`src/common/mae_map.svh`:
```
// Purpose: Named widths and counts for the multiply-accumulate element
// Assumes: Included by its bare name
// Notes:   Definitions only
`ifndef MAE_MAP_SVH
`define MAE_MAP_SVH
`define MAE_OP_W    18   // Operand width
`define MAE_PROD_W  36   // Product width
`define MAE_ACC_W   52   // Accumulator width
`define MAE_EXT_W   16   // Product sign extension up to accumulator
`define MAE_FIFO_D  16   // Result buffer depth
`define MAE_PTR_W   4    // Result buffer index width
`define MAE_CNT_W   5    // Result buffer fill count width
`endif

```
`src/common/mae_pkg.sv`:
```
// Purpose: Types shared by the multiply-accumulate element
// Assumes: mae_map.svh gives all widths
// Notes:   Types only
`include "mae_map.svh"
package mae_pkg;
  // Static configuration bits
  typedef struct packed {
    logic mac_mode;     // 1: accumulate, 0: plain multiply
    logic in_reg;       // Input stage registered
    logic pipe_reg;     // Pipeline stage registered
    logic out_reg;      // Output stage registered (multiply only)
    logic serial_load;  // Operands shifted in one bit per beat
  } cfg_s;
  // Input stage contents
  typedef struct packed {
    logic                  v;
    logic                  sgn;
    logic                  sub;
    logic [`MAE_OP_W-1:0]  a;
    logic [`MAE_OP_W-1:0]  b;
  } op_s;
  // Pipeline stage contents
  typedef struct packed {
    logic                   v;
    logic                   sgn;
    logic                   sub;
    logic [`MAE_PROD_W-1:0] p;
  } prod_s;
  // One result word
  typedef struct packed {
    logic                  ovf;
    logic [`MAE_ACC_W-1:0] value;
  } res_s;
endpackage : mae_pkg

```
`src/rtl/multiply_accumulate_element.sv`:
```
// Purpose: Multiplier / multiply-accumulate element with result buffer
// Assumes: All inputs synchronous to mclk_in
// Notes:   Whole pipeline stalls while the result buffer is full
//
// Behaviour
// [RULE1] Signed or unsigned operands chosen each cycle
// [RULE2] Add or subtract product chosen each cycle
// [RULE3] Parallel or serial operand loading, switchable
// [RULE4] Multiply mode outputs only the product
// [RULE5] Multiply mode stages each registered or bypassed
// [RULE6] Accumulate mode adds product to stored total
// [RULE7] Accumulate mode output register always present
// [RULE8] Running total loadable at run time
// [RULE9] Overflow flag registered with the total
// [RULE10] Overflow on unrepresentable result, cleared on load
// [RULE11] Driver holds inputs stable while sampled
`timescale 1ns/1ns
`default_nettype none
`include "mae_map.svh"

// Result buffer: flop storage plus a registered head word
module mae_fifo #(
  parameter int W = 8,
  parameter int D = 16
) (
  input  wire logic         mclk_in,
  input  wire logic         resetn_in,
  input  wire logic         in_valid_in,
  output logic              in_ready_out,
  input  wire logic [W-1:0] in_data_in,
  output logic              out_valid_out,
  input  wire logic         out_ready_in,
  output logic [W-1:0]      out_data_out
);
  localparam int PW = $clog2(D);
  localparam int CW = $clog2(D+1);
  // All buffer state
  typedef struct packed {
    logic [D-1:0][W-1:0] mem;   // Storage words
    logic [PW-1:0]       wp;    // Write index
    logic [PW-1:0]       rp;    // Read index
    logic [CW-1:0]       cnt;   // Words held in storage
    logic                rdy;   // Space for one more word
    logic                ov;    // Head word valid
    logic [W-1:0]        od;    // Head word
  } fifo_state_s;
  fifo_state_s st_r, st_nxt;
  logic push, pop;

  // Next state: push behind, refill head when it is empty or taken
  always_comb begin
    st_nxt = st_r;
    push   = in_valid_in && st_r.rdy;
    pop    = (st_r.cnt != '0) && (!st_r.ov || out_ready_in);
    if (push) begin
      st_nxt.mem[st_r.wp] = in_data_in;
      st_nxt.wp           = st_r.wp + PW'(1);
    end
    if (pop) begin
      st_nxt.od = st_r.mem[st_r.rp];
      st_nxt.rp = st_r.rp + PW'(1);
    end
    if (pop) begin
      st_nxt.ov = 1'b1;
    end else if (out_ready_in) begin
      st_nxt.ov = 1'b0;
    end
    st_nxt.cnt = st_r.cnt + CW'(push) - CW'(pop);
    st_nxt.rdy = (st_nxt.cnt != CW'(D));
  end

  // State register
  always_ff @(posedge mclk_in or negedge resetn_in) begin
    if (!resetn_in) begin
      st_r     <= '0;
      st_r.rdy <= 1'b1;
    end else begin
      st_r <= st_nxt;
    end
  end

  assign in_ready_out  = st_r.rdy;
  assign out_valid_out = st_r.ov;
  assign out_data_out  = st_r.od;
endmodule : mae_fifo

// Datapath top
module multiply_accumulate_element (
  input  wire logic                   mclk_in,
  input  wire logic                   resetn_in,
  input  wire mae_pkg::cfg_s          cfg_in,        // Static configuration
  input  wire logic                   op_valid_in,   // Operand beat offered
  output logic                        op_ready_out,  // Beat taken when high
  input  wire logic [`MAE_OP_W-1:0]   a_in,          // Parallel operand A
  input  wire logic [`MAE_OP_W-1:0]   b_in,          // Parallel operand B
  input  wire logic                   a_bit_in,      // Serial bit of A
  input  wire logic                   b_bit_in,      // Serial bit of B
  input  wire logic                   signed_in,     // Two's complement operands
  input  wire logic                   sub_in,        // Subtract product
  input  wire logic                   load_in,       // Load running total
  input  wire logic [`MAE_ACC_W-1:0]  load_val_in,   // Value loaded
  output logic [`MAE_ACC_W-1:0]       acc_out,       // Output register
  output logic                        ovf_out,       // Registered overflow
  output logic                        res_valid_out, // Buffered result valid
  input  wire logic                   res_ready_in,  // Result consumer ready
  output mae_pkg::res_s               res_out        // Buffered result
);
  import mae_pkg::*;

  // All element state
  typedef struct packed {
    logic [`MAE_OP_W-1:0]  sh_a;  // Serial shift chain A
    logic [`MAE_OP_W-1:0]  sh_b;  // Serial shift chain B
    op_s                   s1;    // Input register
    prod_s                 s2;    // Pipeline register
    logic                  v3;    // Output register holds a new result
    res_s                  acc;   // Output register
  } mae_state_s;
  mae_state_s st_r, st_nxt;

  logic                    adv;       // Whole pipeline advances
  logic                    take;      // Operand beat accepted
  logic                    load_take; // Total load accepted
  op_s                     op_w;      // Beat entering input stage
  op_s                     s1_w;      // Input stage output
  prod_s                   prod_w;    // Product before pipeline stage
  prod_s                   s2_w;      // Pipeline stage output
  logic [`MAE_OP_W:0]      ea, eb;    // Operands extended by signedness
  logic [2*`MAE_OP_W+1:0]  full_p;    // Extended product
  logic [`MAE_ACC_W-1:0]   pext;      // Product widened to accumulator
  res_s                    base;      // Total and flag before this step
  logic [`MAE_ACC_W:0]     be, pe;    // Widened operands of the sum
  logic [`MAE_ACC_W:0]     sum;       // Accumulation result
  logic                    ovf_now;   // This step overflowed
  logic                    push;      // Result into buffer
  res_s                    push_d;    // Result word pushed
  logic                    fifo_rdy;  // Buffer space

  assign adv       = fifo_rdy;
  assign take      = op_valid_in && adv;
  assign load_take = load_in && adv;

  // Operand selection: parallel inputs or serial chains
  always_comb begin
    op_w.v   = take;
    op_w.sgn = signed_in;
    op_w.sub = sub_in;
    if (cfg_in.serial_load) begin
      op_w.a = {st_r.sh_a[`MAE_OP_W-2:0], a_bit_in}; // RULE3
      op_w.b = {st_r.sh_b[`MAE_OP_W-2:0], b_bit_in}; // RULE3
    end else begin
      op_w.a = a_in;
      op_w.b = b_in;
    end
  end

  // Input stage bypass; driver keeps inputs steady when sampled
  assign s1_w = cfg_in.in_reg ? st_r.s1 : op_w; // RULE5 RULE11

  // Multiplier with per-beat signedness
  always_comb begin
    ea          = {s1_w.sgn & s1_w.a[`MAE_OP_W-1], s1_w.a}; // RULE1
    eb          = {s1_w.sgn & s1_w.b[`MAE_OP_W-1], s1_w.b}; // RULE1
    full_p      = $signed(ea) * $signed(eb);
    prod_w.v    = s1_w.v;
    prod_w.sgn  = s1_w.sgn;
    prod_w.sub  = s1_w.sub;
    prod_w.p    = full_p[`MAE_PROD_W-1:0];
  end

  // Pipeline stage bypass
  assign s2_w = cfg_in.pipe_reg ? st_r.s2 : prod_w; // RULE5

  // Accumulator adder, add or subtract, with overflow
  always_comb begin
    pext = {{`MAE_EXT_W{s2_w.sgn & s2_w.p[`MAE_PROD_W-1]}}, s2_w.p};
    if (load_take) begin
      base.value = load_val_in; // RULE8
      base.ovf   = 1'b0;        // RULE10
    end else begin
      base = st_r.acc;
    end
    be = {s2_w.sgn & base.value[`MAE_ACC_W-1], base.value};
    pe = {s2_w.sgn & pext[`MAE_ACC_W-1], pext};
    if (s2_w.sub) begin
      sum = be - pe; // RULE2
    end else begin
      sum = be + pe; // RULE6
    end
    if (s2_w.sgn) begin
      ovf_now = sum[`MAE_ACC_W] ^ sum[`MAE_ACC_W-1]; // RULE10
    end else begin
      ovf_now = sum[`MAE_ACC_W]; // RULE10
    end
  end

  // Next state of all registers
  always_comb begin
    st_nxt = st_r;
    if (adv) begin
      if (take && cfg_in.serial_load) begin
        st_nxt.sh_a = op_w.a; // RULE3
        st_nxt.sh_b = op_w.b; // RULE3
      end
      st_nxt.s1 = op_w;
      st_nxt.s2 = prod_w;
      st_nxt.v3 = 1'b0;
      if (cfg_in.mac_mode) begin
        // Output register always used in accumulate mode
        st_nxt.acc = base; // RULE7 RULE8
        if (s2_w.v) begin
          st_nxt.acc.value = sum[`MAE_ACC_W-1:0]; // RULE6
          st_nxt.acc.ovf   = base.ovf | ovf_now;  // RULE9 RULE10
          st_nxt.v3        = 1'b1;                // RULE7
        end
      end else if (cfg_in.out_reg && s2_w.v) begin
        st_nxt.acc.value = pext; // RULE4 RULE5
        st_nxt.acc.ovf   = 1'b0;
        st_nxt.v3        = 1'b1;
      end
    end
  end

  // State register
  always_ff @(posedge mclk_in or negedge resetn_in) begin
    if (!resetn_in) begin
      st_r <= '0;
    end else begin
      st_r <= st_nxt;
    end
  end

  // Buffer feed: registered output, or raw product when bypassed
  always_comb begin
    if (cfg_in.mac_mode || cfg_in.out_reg) begin
      push   = st_r.v3;
      push_d = st_r.acc;
    end else begin
      push         = s2_w.v && adv; // RULE4 RULE5
      push_d.value = pext;          // RULE4
      push_d.ovf   = 1'b0;
    end
  end

  mae_fifo #(
    .W ($bits(res_s)),
    .D (`MAE_FIFO_D)
  ) mae_fifo_i (
    .mclk_in       (mclk_in),
    .resetn_in     (resetn_in),
    .in_valid_in   (push),
    .in_ready_out  (fifo_rdy),
    .in_data_in    (push_d),
    .out_valid_out (res_valid_out),
    .out_ready_in  (res_ready_in),
    .out_data_out  (res_out)
  );

  assign op_ready_out = fifo_rdy;
  assign acc_out      = st_r.acc.value;
  assign ovf_out      = st_r.acc.ovf;
endmodule : multiply_accumulate_element
`default_nettype wire

```
`config.mk`:
```
export PLATFORM = sky130hd
export DESIGN_NAME = multiply_accumulate_element
export DESIGN_NICKNAME = d
export VERILOG_FILES = /design/src/common/mae_pkg.sv /design/src/rtl/multiply_accumulate_element.sv
export VERILOG_INCLUDE_DIRS = /design/src /design/src/common
export SDC_FILE = /design/constraint.sdc
export NUM_CORES = 2
export LEC_CHECK = 0
export CORE_ASPECT_RATIO = 0.75
export CORE_UTILIZATION = 50
export CTS_CLUSTER_SIZE = 16
export DETAILED_ROUTE_END_ITERATION = 7
export DONT_BUFFER_PORTS = 1
export PLACE_DENSITY_LB_ADDON = 0.12
export SETUP_SLACK_MARGIN = 0.05
export SKIP_CTS_REPAIR_TIMING = 1
export SYNTH_ARGS = -nofsm -noshare
export SYNTH_HDL_FRONTEND = slang
export SYNTH_SLANG_ARGS = --single-unit
```
`constraint.sdc`:
```
create_clock -name mclk_in -period 11.5 [get_ports mclk_in]
set_input_delay 2.3 -clock mclk_in [delete_from_list [all_inputs] [get_ports mclk_in]]
set_output_delay 2.3 -clock mclk_in [all_outputs]
set_load 0.05 [all_outputs]
```
# == Word level (Yosys, flattened, before mapping) ==
# Cells that the tools add are included.
# op_classes
n_addsub,6
multipliers,1
div_mod_pow,0
magnitude_cmp,3
n_eq_ne,1
shifts,0
n_mux,18
bitwise_logic,7
reduce_logical,16
# ops
cell,count
848-bit bitwise mux,1
53-bit 2-to-1 mux,5
53-bit binary-select mux with 4-bit select,1
53-bit demux with 4-bit select,1
54-bit 2-to-1 mux,3
39-bit 2-to-1 mux,2
53-bit adder,1
53-bit subtractor,1
19-bit by 19-bit multiplier with 36-bit output,1
36-bit 2-to-1 mux,1
"4-bit by 5-bit < comparator with 1-bit output, second input constant",2
"4-bit by 1-bit adder with 4-bit output, second input constant",2
1-bit logical AND,8
5-bit by 1-bit adder with 5-bit output,1
1-bit AND,5
"5-bit inequality test, second input constant",1
5-bit nonzero test,1
5-bit by 1-bit subtractor with 5-bit output,1
"4-bit by 1-bit >= comparator with 1-bit output, second input constant",1
1-bit 2-to-1 mux,4
2-bit AND reduction,2
2-bit nonzero test,2
1-bit logical OR,2
1-bit logical NOT,1
other kinds (2),2
# totals
register_bits,1082
latchBits,0
mem_bits_rw,0
rom_bits,0
output_inout_bits,108
wordCells,88
mem_count,0

# == Logic depth before layout (Yosys ltp) ==
# logic_depth
depth_word,14
mapped_depth,48
mapped_depth_nobuf,43

# == Cells and area by module ==
# A second synthesis with hierarchy kept.
# hier_totals
hier_cells,5667
area_unflattened_um2,67882.6
# by_module_without_submodules
mod,n_inst,cells_each,area_per_inst_um2,seq_area_each_um2
mae_fifo,1,2530,40794.1,22923.2
multiply_accumulate_element,1,3137,27088.5,4154.0

# == Worst setup path after synthesis ==
# No wires, ideal clock.
# synth_path
kind,input -> register
startpoint,input port cfg_in[3] (netlist name)
endpoint,"register st_r, in the netlist acc_out[49]"
arrival_time_ps,13519
required_time_ps,11396
setup_slack_ps,-2123
stages,46
path_cell_list,clkbuf_1 > clkbuf_1 > clkbuf_1 > buf_1 > mux2i_1 > clkbuf_1 > nor2_1 > fa_1 > inv_1 > fa_1 > inv_1 > fa_1 > inv_1 > fa_1 > inv_1 > fa_1 > fa_1 > ha_1 > [... 10 more ...] > nor4b_2 > and2_1 > buf_4 > nor2_1 > xor2_1 > ha_1 > clkbuf_1 > a21o_1 > a21o_1 > a2111oi_0 > nor2_1 > a221o_1 > a21oi_1 > a31oi_1 > a211oi_1 > nor3_1 > mux2i_1 > a221oi_1
# synth_via
elab_chain_len,9
word_cells_on_any_way,15
cone_classes,add/sub (2); mul (1); mux (6); bitwise (3); reduce/logical (3)
# synth_rtl
element,line_no,source
start: declaration,multiply_accumulate_element.sv:91,"input wire mae_pkg::cfg_s cfg_in,"
39-bit 2-to-1 mux (*),multiply_accumulate_element.sv:158,assign s1_w = cfg_in.in_reg ? st_r.s1 : op_w;
"1-bit AND, on equally long branches","multiply_accumulate_element.sv:162, multiply_accumulate_element.sv:163",
19-bit by 19-bit multiplier with 36-bit output,multiply_accumulate_element.sv:164,full_p = $signed(ea) * $signed(eb);
39-bit 2-to-1 mux (*),multiply_accumulate_element.sv:172,assign s2_w = cfg_in.pipe_reg ? st_r.s2 : prod_w;
1-bit AND,multiply_accumulate_element.sv:176,"pext = {{`MAE_EXT_W{s2_w.sgn & s2_w.p[`MAE_PROD_W-1]}}, s2_w.p};"
53-bit adder / 53-bit subtractor (equally long branches),"multiply_accumulate_element.sv:188, multiply_accumulate_element.sv:186",
53-bit 2-to-1 mux,multiply_accumulate_element.sv:185,if (s2_w.sub) begin
54-bit 2-to-1 mux,multiply_accumulate_element.sv:211,if (s2_w.v) begin
54-bit 2-to-1 mux,multiply_accumulate_element.sv:208,if (cfg_in.mac_mode) begin
end signal: assignment,multiply_accumulate_element.sv:229,st_r <= st_nxt;
end: declaration,multiply_accumulate_element.sv:119,"mae_state_s st_r, st_nxt;"
# Every way passes the cells marked *; elsewhere a longest branch is shown, timed or not. The select of a mux whose other input is x is not followed.
# A chain may end at the register's enable or synchronous reset.

# == Worst setup path after layout ==
# layout_path
startpoint,input port cfg_in[0] (netlist name)
endpoint,"register st_r, in the netlist acc_out[49]"
# layout_via
elab_chain_len,10
word_cells_on_any_way,13
cone_classes,add/sub (2); mul (1); mux (7); bitwise (3)
# layout_rtl
element,line_no,source
36-bit 2-to-1 mux (*),multiply_accumulate_element.sv:148,if (cfg_in.serial_load) begin
39-bit 2-to-1 mux (*),multiply_accumulate_element.sv:158,
"1-bit AND, on equally long branches","multiply_accumulate_element.sv:162, multiply_accumulate_element.sv:163",
19-bit by 19-bit multiplier with 36-bit output (*),multiply_accumulate_element.sv:164,
39-bit 2-to-1 mux (*),multiply_accumulate_element.sv:172,
1-bit AND,multiply_accumulate_element.sv:176,
53-bit adder / 53-bit subtractor (equally long branches),"multiply_accumulate_element.sv:188, multiply_accumulate_element.sv:186",
53-bit 2-to-1 mux,multiply_accumulate_element.sv:185,
54-bit 2-to-1 mux,multiply_accumulate_element.sv:211,
54-bit 2-to-1 mux (*),multiply_accumulate_element.sv:208,
# Marked as above.

==> summary.txt <==
Synthesis
  – Share of synthesized cell area in full adder, half adder and majority cells: about 14%
  – Netlist cell types: about 100
  – Net count after synthesis: roughly 7000
  – Number of synthesis warnings: 0
  – Synthesized-area fraction occupied by xor and xnor cells: 1.67%
  – Compound-Gate Fraction of Synth Area: about an eighth
  – Seq/Total Area, Yosys: 40.9%
  – Simple-gate share of the synthesized area: between 10% and 20%
  – Post-synth EDFFs: 0
  – Post-synthesis instance total: ~6500
  – Async set-reset flop share out of synthesis: between 90% and 100%
  – Primary flip-flop cell chosen by synthesis mapping: sky130_fd_sc_hd__dfrtp_1
  – Netlist area before placement: roughly 66000 µm²
  – Register bit count reported by yosys: 1082
  – Largest family of logic cells by synthesized area: multiplexers
  – Mean post-synth cell area: 10.2 µm²
  – Multiplexer share of the synthesized area: 14.4%

Clock network
  – Maximum clock path buffer count: 3
  – Clock Tree Root: sky130_fd_sc_hd__clkbuf_16
  – Num CTS Buffers: 108
  – Clock tree from TritonCTS: built
  – Clock latency on the worst-skew pair: around 0.77 ns
  – Clock sink count: approximately 1100
  – Clock edge transition at the registers on the reported setup and hold paths: 0.07 ns
  – Number of H-tree levels: 3

Die
  – Die X: 422 µm
  – Die height: between 300 and 400 µm
  – Initial cell density of the core: between 50% and 60%
  – Overall die area: around 130000 µm²
  – Cell row count: 115
  – Top Ports: 210
  – Floorplan core area: 131000 µm²

Critical path
  – Kind of cell adding the most delay to the critical path: adder cells
  – Total buffers and inverters traversed by the critical path: 3
  – Crit start category: primary input
  – Stage delay of the slowest cell on the critical path: just under 0.6 ns
  – Worst Path Required: about 12 ns
  – Category of the critical setup timing path: in -> reg
  – Data arrival time of the critical path: about 12 ns
  – Top fanout value on the critical path: 37
  – Critical Path End Type: register
  – Slowest cell on the critical path: sky130_fd_sc_hd__or4b_4
  – Most used cell, CP: sky130_fd_sc_hd__fa_1

Routing
  – Vias per inst: approximately 5.7
  – Iteration count of the initial detailed-routing pass: 6
  – Post-detailed-route DRC marker count: 0
  – Total length of routed wires: 206000 µm
  – Iteration-0 DRC Markers: 4459
  – Wire length per cell after detailed routing: 24.1 µm
  – Number of routed nets with antenna violations: 0
  – Total number of vias: 48800

Placement
  – Final GP Congestion: 0.993
  – Half-perimeter wire length after detailed placement: 145000 µm
  – IO buf count: 0

Global route
  – First-pass GRT wire length: 314000 µm
  – Number of antenna violations at the first check in global routing: 16
  – Total global routing track utilization: about a third
  – Pin count of the biggest net entering global routing: 195
  – Number of global-route vias before repair: ~49000
  – Total global routing overflow: 0

Layout
  – Post-synthesis to final-layout area growth: 15.3%
  – Multi-input combinational cell area: between 30000 and 40000 µm²
  – Fraction of the core area covered by cells at the end of the flow: around three fifths
  – Area of all sequential standard cells: roughly 27000 µm²
  – Fill cells: ~11000
  – Share of cells above drive strength 1: 22.9%
  – # nets final: ~7300

Status
  – Violated checks: negative setup slack
  – Result of the run: finished with violations

STA
  – Unrepaired setup endpoints after global routing: yes
  – Crit path setup slack, layout: -0.0348 ns
  – Clock tree skew after final layout: roughly 0.039 ns
  – Final slew viol count: 0
  – Max frequency: about 87 MHz
  – Min cycle time layout: around 12 ns
  – Actual slew at the worst max-slew pin: around 1.3 ns
  – Total of endpoints with negative setup slack in the final report: 2
  – Final hold vios: 0
  – Final clock period utilization by the worst path: 100%
  – Headroom to the max-slew limit: between 10% and 20%

Hold path
  – Worst hold path type: reg -> reg

Flow run
  – Max_cap viols: 0
-- worst register-to-register path: cells and delay by family (launching register included) --
family | cells | cell delay, ns
and+or+nand+nor | 10 | 2.04
muxes | 4 | 0.85
DFF | 1 | 0.42
xor gates and xnor gates | 2 | 0.39
AOI/OAI and AO/OA | 10 | 2.20
adders and majority gates | 9 | 3.89
buffers and inverters | 5 | 0.50
-- through the flow --
step	hold slack (ns)	area (µm²)	worst slack [ns]	setup TNS, ns	std cells
final	0.474	76300	-0.0348	-0.0463	8551
after global routing	0.492	76300	-0.339	-2.21	8546
after CTS	0.478	75000	-0.202	-0.622	8501
after detailed placement	0.464	71100	-0.964	-14.98	8299
after global placement	0.456	71100	-0.848	-13.49	8299
after floorplan	0.445	66700	-0.586	-5.68	6488
-- cells by family after synthesis --
| group | after synthesis |
|---|---|
| AOI/OAI and AO/OA | 1386 |
| xor gates and xnor gates | 126 |
| adders and majority gates | 529 |
| buffers and inverters | 966 |
| DFF | 1082 |
| muxes | 603 |
| and+or+nand+nor | 1796 |
-- cell usage after synthesis (all sizes together) (46+ instances only) --
| cell | count | area, µm² |
|---|---|---|
| nand2 | 1202 | 4510 |
| dfrtp | 1081 | 27100 |
| o21ai | 950 | 4760 |
| inv | 429 | 1610 |
| nor2 | 418 | 1590 |
| clkbuf | 359 | 1350 |
| fa | 357 | 7150 |
| mux4 | 250 | 5630 |
| mux2 | 246 | 2770 |
| a21oi | 188 | 1080 |
| buf | 177 | 1100 |
| ha | 172 | 2150 |
| mux2i | 107 | 1110 |
| xnor2 | 80 | 701 |
| xor2 | 46 | 403 |
-- flip-flops by register name, summed over array words and instances, names as in the netlist --
name                      count
mae_fifo_i.st_r             861
st_r                        113
ovf_out                       1
mae_fifo_i.out_data_out      53
mae_fifo_i.out_valid_out      1
mae_fifo_i.in_ready_out       1
acc_out                      52
-- layout by cell type, fill, tap and decap left out, types with 14 or more instances in the layout --
master                      netlist  routed
sky130_fd_sc_hd__nand2_1       1202    1186
sky130_fd_sc_hd__dfrtp_1       1081    1078
sky130_fd_sc_hd__o21ai_0        775     756
sky130_fd_sc_hd__buf_4          107     591
sky130_fd_sc_hd__inv_1          428     412
sky130_fd_sc_hd__nor2_1         417     404
sky130_fd_sc_hd__fa_1           357     343
sky130_fd_sc_hd__mux4_2         250     250
sky130_fd_sc_hd__mux2_2         245     228
sky130_fd_sc_hd__o21ai_1        174     180
sky130_fd_sc_hd__a21oi_1        171     152
sky130_fd_sc_hd__ha_1           172     152
sky130_fd_sc_hd__clkbuf_16        0     108
sky130_fd_sc_hd__mux2i_1        102      83
sky130_fd_sc_hd__xnor2_1         80      70
sky130_fd_sc_hd__xor2_1          46      45
sky130_fd_sc_hd__a21o_1          40      40
sky130_fd_sc_hd__o21a_1          30      28
sky130_fd_sc_hd__nand3_1         31      28
sky130_fd_sc_hd__o211ai_1        23      23
sky130_fd_sc_hd__clkbuf_8         0      23
sky130_fd_sc_hd__buf_12           0      22
sky130_fd_sc_hd__nor3_1          25      21
sky130_fd_sc_hd__a21oi_2          7      20
sky130_fd_sc_hd__and3_1          20      19
sky130_fd_sc_hd__mux2_4           1      18
sky130_fd_sc_hd__clkbuf_1       359      18
sky130_fd_sc_hd__bufinv_16        0      17
sky130_fd_sc_hd__buf_6            2      17
sky130_fd_sc_hd__a21oi_4         10      16
sky130_fd_sc_hd__o31ai_1         19      16
sky130_fd_sc_hd__ha_4             0      16
sky130_fd_sc_hd__inv_2            1      15
sky130_fd_sc_hd__o21bai_1        16      15
sky130_fd_sc_hd__fa_2             0      14
-- metal layers --
layer | GRT usage, % | share of wire, % | vias to the layer above
li1 | - | - | 22300
met1 | 47.9 | 47 | 24800
met2 | 45.4 | 43 | 1495
met3 | 6.76 | 7.9 | 241
met4 | 7.71 | 2.3 | 8
met5 | 0 | 0.025 | -
-- path summary, 6_finish.rpt --
path	end	cells past startpoint	from	slack (ns)
worst min register to register	mae_fifo_i.st_r[244]$_DFFE_PN0P_	2	mae_fifo_i.st_r[244]$_DFFE_PN0P_	0.47
worst max register to register	acc_out[49]$_DFFE_PN0P_	40	st_r[132]$_DFFE_PN0P_	1.11
worst min-delay path	mae_fifo_i.st_r[244]$_DFFE_PN0P_	2	mae_fifo_i.st_r[244]$_DFFE_PN0P_	0.47
worst max-delay path	acc_out[49]$_DFFE_PN0P_	38	cfg_in[0]	-0.03
max in group asynchronous	mae_fifo_i.st_r[144]$_DFFE_PN0P_	3	resetn_in	7.53
min in group asynchronous	mae_fifo_i.st_r[58]$_DFF_PN0_	1	resetn_in	1.47
-- cell type report --
cell class | count | share of cell area, %
multi-input cells | 4440 | 47.6
clock buffers | 149 | 4.05
well taps | 1755 | 2.88
diodes | 10 | 0.0328
clock inverters | 53 | 1.14
repair buffers | 632 | 6.70
inverters | 430 | 2.12
flip-flops and latches | 1082 | 35.5
Power is not shown: default switching activity piles up to over one toggle a cycle in this logic, so the estimate is an artifact.
